--- src/pattern_output_pkg.sv ---
// Constants shared by the pattern output control block and its group slice.
// Assumes a 32-bit APB master; register indexes map to byte address index * 4.
package pattern_output_pkg;

  // Bus geometry
  localparam int ADDR_W = 22;
  localparam int DATA_W = 32;
  localparam int REG_W = 8;
  localparam logic [1:0] WORD_PAD = 2'h0;

  // Register indexes as printed; byte address is the index times four
  localparam logic [19:0] IDX_MODE = 20'hFFFA0;
  localparam logic [19:0] IDX_TRIG_SEL = 20'hFFFA1;
  localparam logic [19:0] IDX_EN_HIGH = 20'hFFFA2;
  localparam logic [19:0] IDX_EN_LOW = 20'hFFFA3;
  localparam logic [19:0] IDX_ND_HIGH_LO = 20'hFFFA4;
  localparam logic [19:0] IDX_ND_LOW_LO = 20'hFFFA5;
  localparam logic [19:0] IDX_ND_HIGH_HI = 20'hFFFA6;
  localparam logic [19:0] IDX_ND_LOW_HI = 20'hFFFA7;

  // Reset values and read-as-one patterns
  localparam logic [3:0] MODE_RST = 4'h0;
  localparam logic [3:0] MODE_RSVD = 4'hF;
  localparam logic [7:0] TRIG_SEL_RST = 8'h00;
  localparam logic [7:0] EN_RST = 8'h00;
  localparam logic [15:0] ND_RST = 16'h0000;
  localparam logic [7:0] BYTE_ONES = 8'hFF;
  localparam logic [3:0] NIB_ONES = 4'hF;

  // Trigger select codes; any code with the upper bit set picks channel 2
  localparam logic [1:0] SEL_CH0 = 2'h0;
  localparam logic [1:0] SEL_CH1 = 2'h1;
  localparam logic [1:0] CH_IDX2 = 2'h2;

  // Structure
  localparam int GROUPS = 4;
  localparam int GROUP_W = 4;
  localparam int CHANNELS = 3;
  localparam int SEL_W = 2;

  // Timer channel picked by a select code
  function automatic logic [1:0] chan_of(input logic [1:0] sel);
    logic [1:0] ch;
    ch = CH_IDX2;
    if (sel == SEL_CH0)
    begin
      ch = SEL_CH0;
    end
    else if (sel == SEL_CH1)
    begin
      ch = SEL_CH1;
    end
    return ch;
  endfunction

endpackage

--- src/pattern_group.sv ---
// One four-line output group: trigger selection and the output latch.
// Assumes compare match inputs are one-cycle pulses synchronous to pclk.
`timescale 1ns/1ps
module pattern_group
  import pattern_output_pkg::*;
(
  // Clock and reset
  input wire logic pclk,
  input wire logic presetn,
  // Configuration
  input wire logic [SEL_W-1:0] sel,
  input wire logic nonoverlap,
  input wire logic [GROUP_W-1:0] line_en,
  input wire logic [GROUP_W-1:0] next_data,
  // Timer compare matches
  input wire logic [CHANNELS-1:0] cm_a,
  input wire logic [CHANNELS-1:0] cm_b,
  // Pattern output lines
  output logic [GROUP_W-1:0] lines_q
);

  logic trig_a;
  logic trig_b;
  logic [1:0] ch;

  // Channel mux, codes 10 and 11 both reach channel 2
  assign ch = chan_of(sel);
  assign trig_a = cm_a[ch];
  assign trig_b = cm_b[ch];

  // Enabled lines update on the selected match; disabled lines hold
  always_ff @(posedge pclk or negedge presetn)
  begin
    if (!presetn)
    begin
      lines_q <= '0;
    end
    else if (trig_a)
    begin
      lines_q <= (lines_q & ~line_en) | (next_data & line_en);
    end
    else if (nonoverlap && trig_b)
    begin
      // Changing lines drop to 0 first so a falling line and a rising line are never high together
      lines_q <= lines_q & ~(line_en & (lines_q ^ next_data));
    end
  end
endmodule

--- src/pattern_output_control.sv ---
// APB register file and output steering for the sixteen-line pattern unit.
// Assumes an APB master on pclk and compare match pulses from a 16-bit timer.
// Behaviour
// - Per-group non-overlap bit: 0 updates on match A, 1 uses A and B.
// - Select bits 1:0 pick group 0 trigger: 00 ch0, 01 ch1, 10 ch2.
// - Select bits 3:2 pick group 1 trigger: 00 ch0, 01 ch1, 10 ch2.
// - Select bits 5:4 pick group 2 trigger: 00 ch0, 01 ch1, 11 ch2.
// - Select bits 7:6 pick group 3 trigger: 00 ch0, 01 ch1, 1x ch2.
// - Upper enable 1 lets next data reach port B pin on its trigger.
// - Upper enable 0 stops transfer to that port B pin.
// - Lower enable 1 lets next data reach port A pin on its trigger.
// - Lower enable 0 stops transfer to that port A pin.
// - All sixteen enable bits are read/write and reset to zero.
// - Groups 2 and 3 sharing a trigger: byte at lower address, upper reads ones.
// - Different triggers: group 3 upper nibble low address, group 2 low nibble upper.
`timescale 1ns/1ps
module pattern_output_control
  import pattern_output_pkg::*;
(
  // Clock and reset
  input wire logic pclk,
  input wire logic presetn,
  // APB slave
  input wire logic psel,
  input wire logic penable,
  input wire logic pwrite,
  input wire logic [ADDR_W-1:0] paddr,
  input wire logic [DATA_W-1:0] pwdata,
  output logic [DATA_W-1:0] prdata,
  output logic pready,
  output logic pslverr,
  // Timer compare matches, one bit per channel
  input wire logic [CHANNELS-1:0] cm_a,
  input wire logic [CHANNELS-1:0] cm_b,
  // Pattern output pins and their enables
  output logic [7:0] port_a_pins,
  output logic [7:0] port_b_pins,
  output logic [7:0] port_a_oe,
  output logic [7:0] port_b_oe
);

  logic [3:0] pattern_output_mode_q;
  logic [7:0] pattern_trigger_select_q;
  logic [7:0] next_data_enable_high_q;
  logic [7:0] next_data_enable_low_q;
  logic [15:0] next_data_q;
  logic [DATA_W-1:0] prdata_q;
  logic [DATA_W-1:0] rd_d;
  logic pready_q;
  logic pslverr_q;
  logic hit_d;
  logic setup;
  logic wr_en;
  logic shared_high;
  logic shared_low;
  logic [15:0] lines;
  logic [15:0] line_en;

  // Address decode helper
  function automatic logic at(input logic [ADDR_W-1:0] a, input logic [19:0] idx);
    return a == {idx, WORD_PAD};
  endfunction

  assign setup = psel && !penable;
  // Write lands on the completing access edge only
  assign wr_en = psel && penable && pready_q && pwrite && !pslverr_q;

  // Same trigger when both groups resolve to one channel
  assign shared_high = chan_of(pattern_trigger_select_q[5:4]) == chan_of(pattern_trigger_select_q[7:6]);
  assign shared_low = chan_of(pattern_trigger_select_q[1:0]) == chan_of(pattern_trigger_select_q[3:2]);

  // Read mux, evaluated in setup and registered for the access phase
  always_comb
  begin
    rd_d = '0;
    hit_d = 1'b1;
    if (at(paddr, IDX_MODE))
    begin
      rd_d[REG_W-1:0] = {MODE_RSVD, pattern_output_mode_q};
    end
    else if (at(paddr, IDX_TRIG_SEL))
    begin
      rd_d[REG_W-1:0] = pattern_trigger_select_q;
    end
    else if (at(paddr, IDX_EN_HIGH))
    begin
      rd_d[REG_W-1:0] = next_data_enable_high_q;
    end
    else if (at(paddr, IDX_EN_LOW))
    begin
      rd_d[REG_W-1:0] = next_data_enable_low_q;
    end
    else if (at(paddr, IDX_ND_HIGH_LO))
    begin
      rd_d[REG_W-1:0] = shared_high ? next_data_q[15:8] : {next_data_q[15:12], NIB_ONES};
    end
    else if (at(paddr, IDX_ND_HIGH_HI))
    begin
      rd_d[REG_W-1:0] = shared_high ? BYTE_ONES : {NIB_ONES, next_data_q[11:8]};
    end
    else if (at(paddr, IDX_ND_LOW_LO))
    begin
      rd_d[REG_W-1:0] = shared_low ? next_data_q[7:0] : {next_data_q[7:4], NIB_ONES};
    end
    else if (at(paddr, IDX_ND_LOW_HI))
    begin
      rd_d[REG_W-1:0] = shared_low ? BYTE_ONES : {NIB_ONES, next_data_q[3:0]};
    end
    else
    begin
      hit_d = 1'b0;
    end
  end

  // Answer one cycle after setup; all outputs come from flops
  always_ff @(posedge pclk or negedge presetn)
  begin
    if (!presetn)
    begin
      pready_q <= 1'b0;
      pslverr_q <= 1'b0;
      prdata_q <= '0;
    end
    else if (setup)
    begin
      pready_q <= 1'b1;
      pslverr_q <= !hit_d;
      prdata_q <= (pwrite || !hit_d) ? '0 : rd_d;
    end
    else
    begin
      pready_q <= 1'b0;
      pslverr_q <= 1'b0;
    end
  end

  assign prdata = prdata_q;
  assign pready = pready_q;
  assign pslverr = pslverr_q;

  // Mode register, upper bits read as ones
  always_ff @(posedge pclk or negedge presetn)
  begin
    if (!presetn)
    begin
      pattern_output_mode_q <= MODE_RST;
    end
    else if (wr_en && at(paddr, IDX_MODE))
    begin
      pattern_output_mode_q <= pwdata[3:0];
    end
  end

  // Trigger select register
  always_ff @(posedge pclk or negedge presetn)
  begin
    if (!presetn)
    begin
      pattern_trigger_select_q <= TRIG_SEL_RST;
    end
    else if (wr_en && at(paddr, IDX_TRIG_SEL))
    begin
      pattern_trigger_select_q <= pwdata[REG_W-1:0];
    end
  end

  // Enable registers, all lines off after reset
  always_ff @(posedge pclk or negedge presetn)
  begin
    if (!presetn)
    begin
      next_data_enable_high_q <= EN_RST;
      next_data_enable_low_q <= EN_RST;
    end
    else
    begin
      if (wr_en && at(paddr, IDX_EN_HIGH))
      begin
        next_data_enable_high_q <= pwdata[REG_W-1:0];
      end
      if (wr_en && at(paddr, IDX_EN_LOW))
      begin
        next_data_enable_low_q <= pwdata[REG_W-1:0];
      end
    end
  end

  // Next data; layout follows whether paired groups share a trigger
  always_ff @(posedge pclk or negedge presetn)
  begin
    if (!presetn)
    begin
      next_data_q <= ND_RST;
    end
    else
    begin
      if (wr_en && at(paddr, IDX_ND_HIGH_LO))
      begin
        next_data_q[15:12] <= pwdata[7:4];
        if (shared_high)
        begin
          next_data_q[11:8] <= pwdata[3:0];
        end
      end
      if (wr_en && at(paddr, IDX_ND_HIGH_HI) && !shared_high)
      begin
        next_data_q[11:8] <= pwdata[3:0];
      end
      if (wr_en && at(paddr, IDX_ND_LOW_LO))
      begin
        next_data_q[7:4] <= pwdata[7:4];
        if (shared_low)
        begin
          next_data_q[3:0] <= pwdata[3:0];
        end
      end
      if (wr_en && at(paddr, IDX_ND_LOW_HI) && !shared_low)
      begin
        next_data_q[3:0] <= pwdata[3:0];
      end
    end
  end

  // One slice per group; the slice owns the output flops
  assign line_en = {next_data_enable_high_q, next_data_enable_low_q};
  for (genvar g = 0; g < GROUPS; g++)
  begin : grp
    pattern_group u_group (
      .pclk(pclk),
      .presetn(presetn),
      .sel(pattern_trigger_select_q[g*SEL_W +: SEL_W]),
      .nonoverlap(pattern_output_mode_q[g]),
      .line_en(line_en[g*GROUP_W +: GROUP_W]),
      .next_data(next_data_q[g*GROUP_W +: GROUP_W]),
      .cm_a(cm_a),
      .cm_b(cm_b),
      .lines_q(lines[g*GROUP_W +: GROUP_W])
    );
  end

  assign port_a_pins = lines[7:0];
  assign port_b_pins = lines[15:8];
  assign port_a_oe = next_data_enable_low_q;
  assign port_b_oe = next_data_enable_high_q;
endmodule

--- config.mk ---
export PLATFORM = sky130hd
export DESIGN_NAME = pattern_output_control
export DESIGN_NICKNAME = d
export VERILOG_FILES = /design/src/pattern_output_pkg.sv /design/src/pattern_group.sv /design/src/pattern_output_control.sv
export SDC_FILE = /design/constraint.sdc
export NUM_CORES = 1
export LEC_CHECK = 0
export ABC_AREA = 1
export ABC_CLOCK_PERIOD_IN_PS = 2100
export BUFFER_PORTS_ARGS = -buffer_cell sky130_fd_sc_hd__buf_2
export CORE_MARGIN = 2
export CORE_UTILIZATION = 50
export CTS_CLUSTER_SIZE = 8
export DETAILED_ROUTE_END_ITERATION = 8
export PLACE_DENSITY = 0.79
export SYNTH_ARGS = -nofsm -noshare
export SYNTH_HDL_FRONTEND = slang
export SYNTH_SLANG_ARGS = --single-unit
--- constraint.sdc ---
create_clock -name pclk -period 2.1 [get_ports pclk]
set_clock_uncertainty 0.1 [all_clocks]
set_input_delay 0.105 -clock pclk [delete_from_list [all_inputs] [get_ports pclk]]
set_output_delay 0.105 -clock pclk [all_outputs]
set_load 0.03 [all_outputs]
=== Yosys cells after proc, flatten, opt, wreduce, memory -nomap -nowiden ===
Cells that the tools add are included.

* $lt $le $gt $ge: 4
* Eq/ne operators: 14
* Multiplexer cells: 61
* Bitwise logic cells: 32
* Reduce and logical (&&, ||, !) cells: 39

{| class="wikitable"
|+ Operator list
! cell !! count
|-
| equality test 22 bit (second input constant) || 8
|-
| 2-to-1 mux 4 bit || 18
|-
| 2-to-1 mux 8 bit || 9
|-
| bitwise AND 4 bit || 16
|-
| NOT 4 bit || 8
|-
| logical AND 1 bit || 19
|-
| 2-to-1 mux 1 bit || 18
|-
| binary-select mux 1 bit (select 2 bit) || 8
|-
| 2-to-1 mux 2 bit || 8
|-
| bitwise OR 4 bit || 4
|-
| nonzero test 2 bit || 8
|-
| bitwise XOR 4 bit || 4
|-
| < comparator 2 x 3 -> 1 bit (second input constant) || 4
|-
| equality test 2 x 1 -> 1 bit (second input constant) || 4
|-
| logical NOT 2 bit || 4
|-
| logical NOT 1 bit || 5
|-
| equality test 2 bit || 2
|-
| AND reduction 2 bit || 2
|-
| logical OR 1 bit || 1
|}

* Register bits after elaboration: 94
* Input port bits: 65

=== Longest topological paths before layout ===
* Word-level depth: 14
* Gate-level depth with buffers: 17
* Depth with buffers taken out: 16

=== By module ===
From an unflattened synthesis, not the netlist that was laid out.

* Cells, all modules: 613
* Area total of the unflattened synthesis: 4326.6 sq um

{| class="wikitable"
|+ Modules (own cells, without submodules)
! module !! instances !! cells each !! area each (sq um) !! seq. area each (sq um)
|-
| pattern_output_control || 1 || 413 || 3150.5 || 1351.3
|-
| pattern_group || 4 || 50 || 294.0 || 100.1
|}

=== Worst setup path before layout ===
OpenSTA, ideal clock, no wires.

* Path type: register to register
* Start: register pready_q (netlist: pready)
* End: register next_data_q[0]
* Setup time: 0.137 ns
* Data arrival time: 1.430 ns
* Required time: 1.863 ns
* Path slack: 0.434 ns
* Stages on the path, launching flop included: 6
* Path buffers: 0
* Cells stage by stage: dfrtp_1 -> nand3_1 -> nor3_4 -> nand3_1 -> o21ai_1 -> o21ai_0

* Cells in the longest elaborated chain, start to end: 7

{| class="wikitable"
|+ RTL lines
! item !! line !! RTL
|-
| start, declared || pattern_output_control.sv:49 || <nowiki>logic pready_q;</nowiki>
|-
| start signal, assigned || pattern_output_control.sv:120 || <nowiki>pready_q <= 1'b0;</nowiki>
|-
| start signal, assigned || pattern_output_control.sv:126 || <nowiki>pready_q <= 1'b1;</nowiki>
|-
| start signal, assigned || pattern_output_control.sv:132 || <nowiki>pready_q <= 1'b0;</nowiki>
|-
| logical AND 1 bit (*) (3 in series) || pattern_output_control.sv:66 || <nowiki>assign wr_en = psel && penable && pready_q && pwrite && !pslverr_q;</nowiki>
|-
| logical AND 1 bit (2 in series) || pattern_output_control.sv:217 || <nowiki>if (wr_en && at(paddr, IDX_ND_LOW_HI) && !shared_low)</nowiki>
|-
| nonzero test 2 bit (no line) || n/a ||
|-
| AND reduction 2 bit (no line) || n/a ||
|-
| end signal, assigned || pattern_output_control.sv:214 || <nowiki>next_data_q[3:0] <= pwdata[3:0];</nowiki>
|-
| end signal, assigned || pattern_output_control.sv:219 || <nowiki>next_data_q[3:0] <= pwdata[3:0];</nowiki>
|-
| end, declared || pattern_output_control.sv:46 || <nowiki>logic [15:0] next_data_q;</nowiki>
|}

Mark *: on every way between the ends. The rest lies on a longest branch, timed or not.
A chain may end at the register's enable or synchronous reset.

=== Final worst setup path ===
* Start: input port pwrite
* End: register next_data_q[0]

* Cells in the longest elaborated chain, start to end: 6

{| class="wikitable"
|+ RTL lines
! item !! line !! RTL
|-
| start, declared || pattern_output_control.sv:26 || <nowiki>input wire logic pwrite,</nowiki>
|-
| logical AND 1 bit (*) (2 in series) || pattern_output_control.sv:66 ||
|-
| logical AND 1 bit (2 in series) || pattern_output_control.sv:217 ||
|-
| nonzero test 2 bit (no line) || n/a ||
|-
| AND reduction 2 bit (no line) || n/a ||
|}

Marked as above.

==> results.sh <==
export IMPL_wl_um=10900
export IMPL_postLayoutCellArea_sq_um=4900
export IMPL_initial_core_util=0.507
export IMPL_syn_to_final_growth_pct=19.4
export IMPL_slew_violations=0
export IMPL_clk_pin_slew_ps=70
export IMPL_worst_slew_pin_slew_ps=624
export IMPL_grt_max_degree=26
export IMPL_grt_busiest_layer="met2"
export IMPL_cap_violations=0
export IMPL_drive_above_1_share=0.208
export IMPL_avgSynthCellArea_sq_um=7.52
export IMPL_min_period_over_period=0.901
export IMPL_syn_inst=546
export IMPL_cts_buffer_depth=2
export IMPL_use_met1=0.321
export IMPL_cts_setup_buffers=0
export IMPL_vias_per_cell=5.23
export IMPL_ys_top_cells_by_area="dfrtp_1, nand2_1, o21ai_0"
export IMPL_clk_latency_ps=350
export IMPL_min_path_type="input port to flip-flop"
export IMPL_final_cell_mix="nand2_1, inv_1, buf_2, o21ai_0, dfrtp_1"
export IMPL_setup_tns_ps=0
export IMPL_die_x_um=94.6
export IMPL_cts_tree="built"
export IMPL_grt_use_met3=0.0511
export IMPL_yosys_warnings=0
export IMPL_peakVddDrop_mv=0.466
export IMPL_cp_arrival_ps=2060
export IMPL_hold_viol_final=0
export IMPL_setup_ws_ps=208
export IMPL_place_gp_congestion=0.970
export IMPL_portBuffers=82
export IMPL_ant_nets=0
export IMPL_fp_coreArea_sq_um=8090
export IMPL_grt_pass1_wl_um=17400
export IMPL_synth_area_sq_um=4110
export IMPL_grt_usage=0.253
export IMPL_h_tree_depth=3
export IMPL_setup_viol=0
export IMPL_seq_area_frac_synth=0.427
export IMPL_nets=714
export IMPL_die_area_sq_um=8950
export IMPL_total_leakage_power_uw=0.00262
export IMPL_diodes=0
export IMPL_hpwl_um=8120
export IMPL_antenna_found_initial=0
export IMPL_slew_headroom=0.584
export IMPL_cp_end_kind="flip-flop"
export IMPL_yosysTopAreaCell="dfrtp_1"
export IMPL_num_rows=33
export IMPL_startpoint_type="input port"
export IMPL_vias=3973
export IMPL_drcViolationCount=0
export IMPL_critPathKind="input port to flip-flop"
export IMPL_io_pins=131
export IMPL_post_route_min_period_ps=1890
export IMPL_cts_buffers=9
export IMPL_netlist_area_leader_share=0.427
export IMPL_first_pass_iters=5
export IMPL_worstPathMaxFanout=9
export IMPL_grt_pass1_vias=3695
export IMPL_place_ws_ps=217
export IMPL_rsz0062_at_grt="false"
export IMPL_place_area_sq_um=4590
export IMPL_p_per_area_nw_per_um2=582
export IMPL_gr_total_overflow=0
export IMPL_status="finished, final reports clean"
export IMPL_drt_iter0_markers=465
export IMPL_required_ps=2270
export IMPL_avgRoutedWirePerCell_um=14.3
export IMPL_max_freq_mhz=528
export IMPL_layout_commonest_cell="nand2_1"
export IMPL_ys_seq_elements=70
export IMPL_clock_sinks=70
export IMPL_grtUsageMet2=0.417
export IMPL_yosysUniqueCellTypes=31
export IMPL_root_buffer="clkbuf_8"
export IMPL_die_h_um=94.6
-- metal layers --
layer  routed length, um  vias to the layer above
met5                   0                        -
met4                 391                        0
met3                 734                       32
met2                5080                      185
met1                4680                     1836
li1                    -                     1920
-- kinds of logic after synthesis --
family,count (synthesis),synth area share
AO/OA/AOI/OAI,117,0.164
buffers and inverters,125,0.140
AND/OR/NAND/NOR,233,0.269
other,1,0.000913
flip-flops,70,0.427
-- synth_stat cells --
library cell and number:
nand2_1 132, inv_1 88, dfrtp_1 70, o21ai_0 70, nor2_1 38, nand3_1 28
buf_4 24, o32ai_1 19, o21ai_1 12, a21oi_1 10, buf_2 7, nand2_2 6
nor2_4 6, inv_2 4, nand3b_1 4, nand4_1 4, nand2_4 3, nor3_1 3
o211ai_1 3, nand3_2 2, nor2_2 2, nor3_4 2, a211oi_1 1, buf_6 1
clkinv_1 1, conb_1 1, nand3_4 1, nand4_2 1, nor2_8 1, o2111ai_1 1
o22ai_1 1
-- worst paths after layout --
check / startpoint / to / slack, ps / cells past startpoint
min in group asynchronous: presetn / async pin / 200 / 2
max in group asynchronous: presetn / pattern_trigger_select_q[6]$_DFFE_PN0P_ / 1110 / 3
max: pwrite / next_data_q[0]$_DFFE_PN0P_ / 210 / 8
min reg2reg: prdata[3]$_DFFE_PN0P_ / prdata[3]$_DFFE_PN0P_ / 380 / 2
max reg2reg: pattern_trigger_select_q[2]$_DFFE_PN0P_ / prdata[1]$_DFFE_PN0P_ / 220 / 15
min: pwdata[7] / port_a_oe[7]$_DFFE_PN0P_ / 10 / 3
-- through the flow --
step	total power (uW)	utilization	hold WS, ps	std cells
4_1_cts	2870	0.605	7.45	759
6_report	2850	0.606	11.2	759
5_1_grt	2960	0.606	11.6	759
2_1_floorplan	1590	-	-291	569
3_3_place_gp	1680	0.568	50.1	734
3_5_place_dp	1680	0.568	56.2	734
-- area by class of cell --
class	instances	area (sq um)
clock inverter	6	86.3
inverter	93	349
clock buffer	10	128
tap	105	131
sequential	70	1750
fill	722	3190
multi-input combinational	374	1870
timing repair buffer	101	588
-- power breakdown --
part           internal (uW)  switching [uW]
sequential              1360            10.1
combinational           82.9             213
clock                    666             517
total                   2110             739
-- critical path: stages --
cell and delay [ps]:
dlygate4sd3_1 530, buf_2 150, nand3_1 120, nor3_4 380
nand3_1 130, o21ai_1 420, nand2_1 110, o21ai_0 100
-- repair_timing --
item                       CTS  global route
setup endpoints to repair    0             3
gates resized for setup      0             1
hold buffers                 9             0
hold endpoints to repair    33             0
Note: power is estimated with default switching activity, not from simulation.
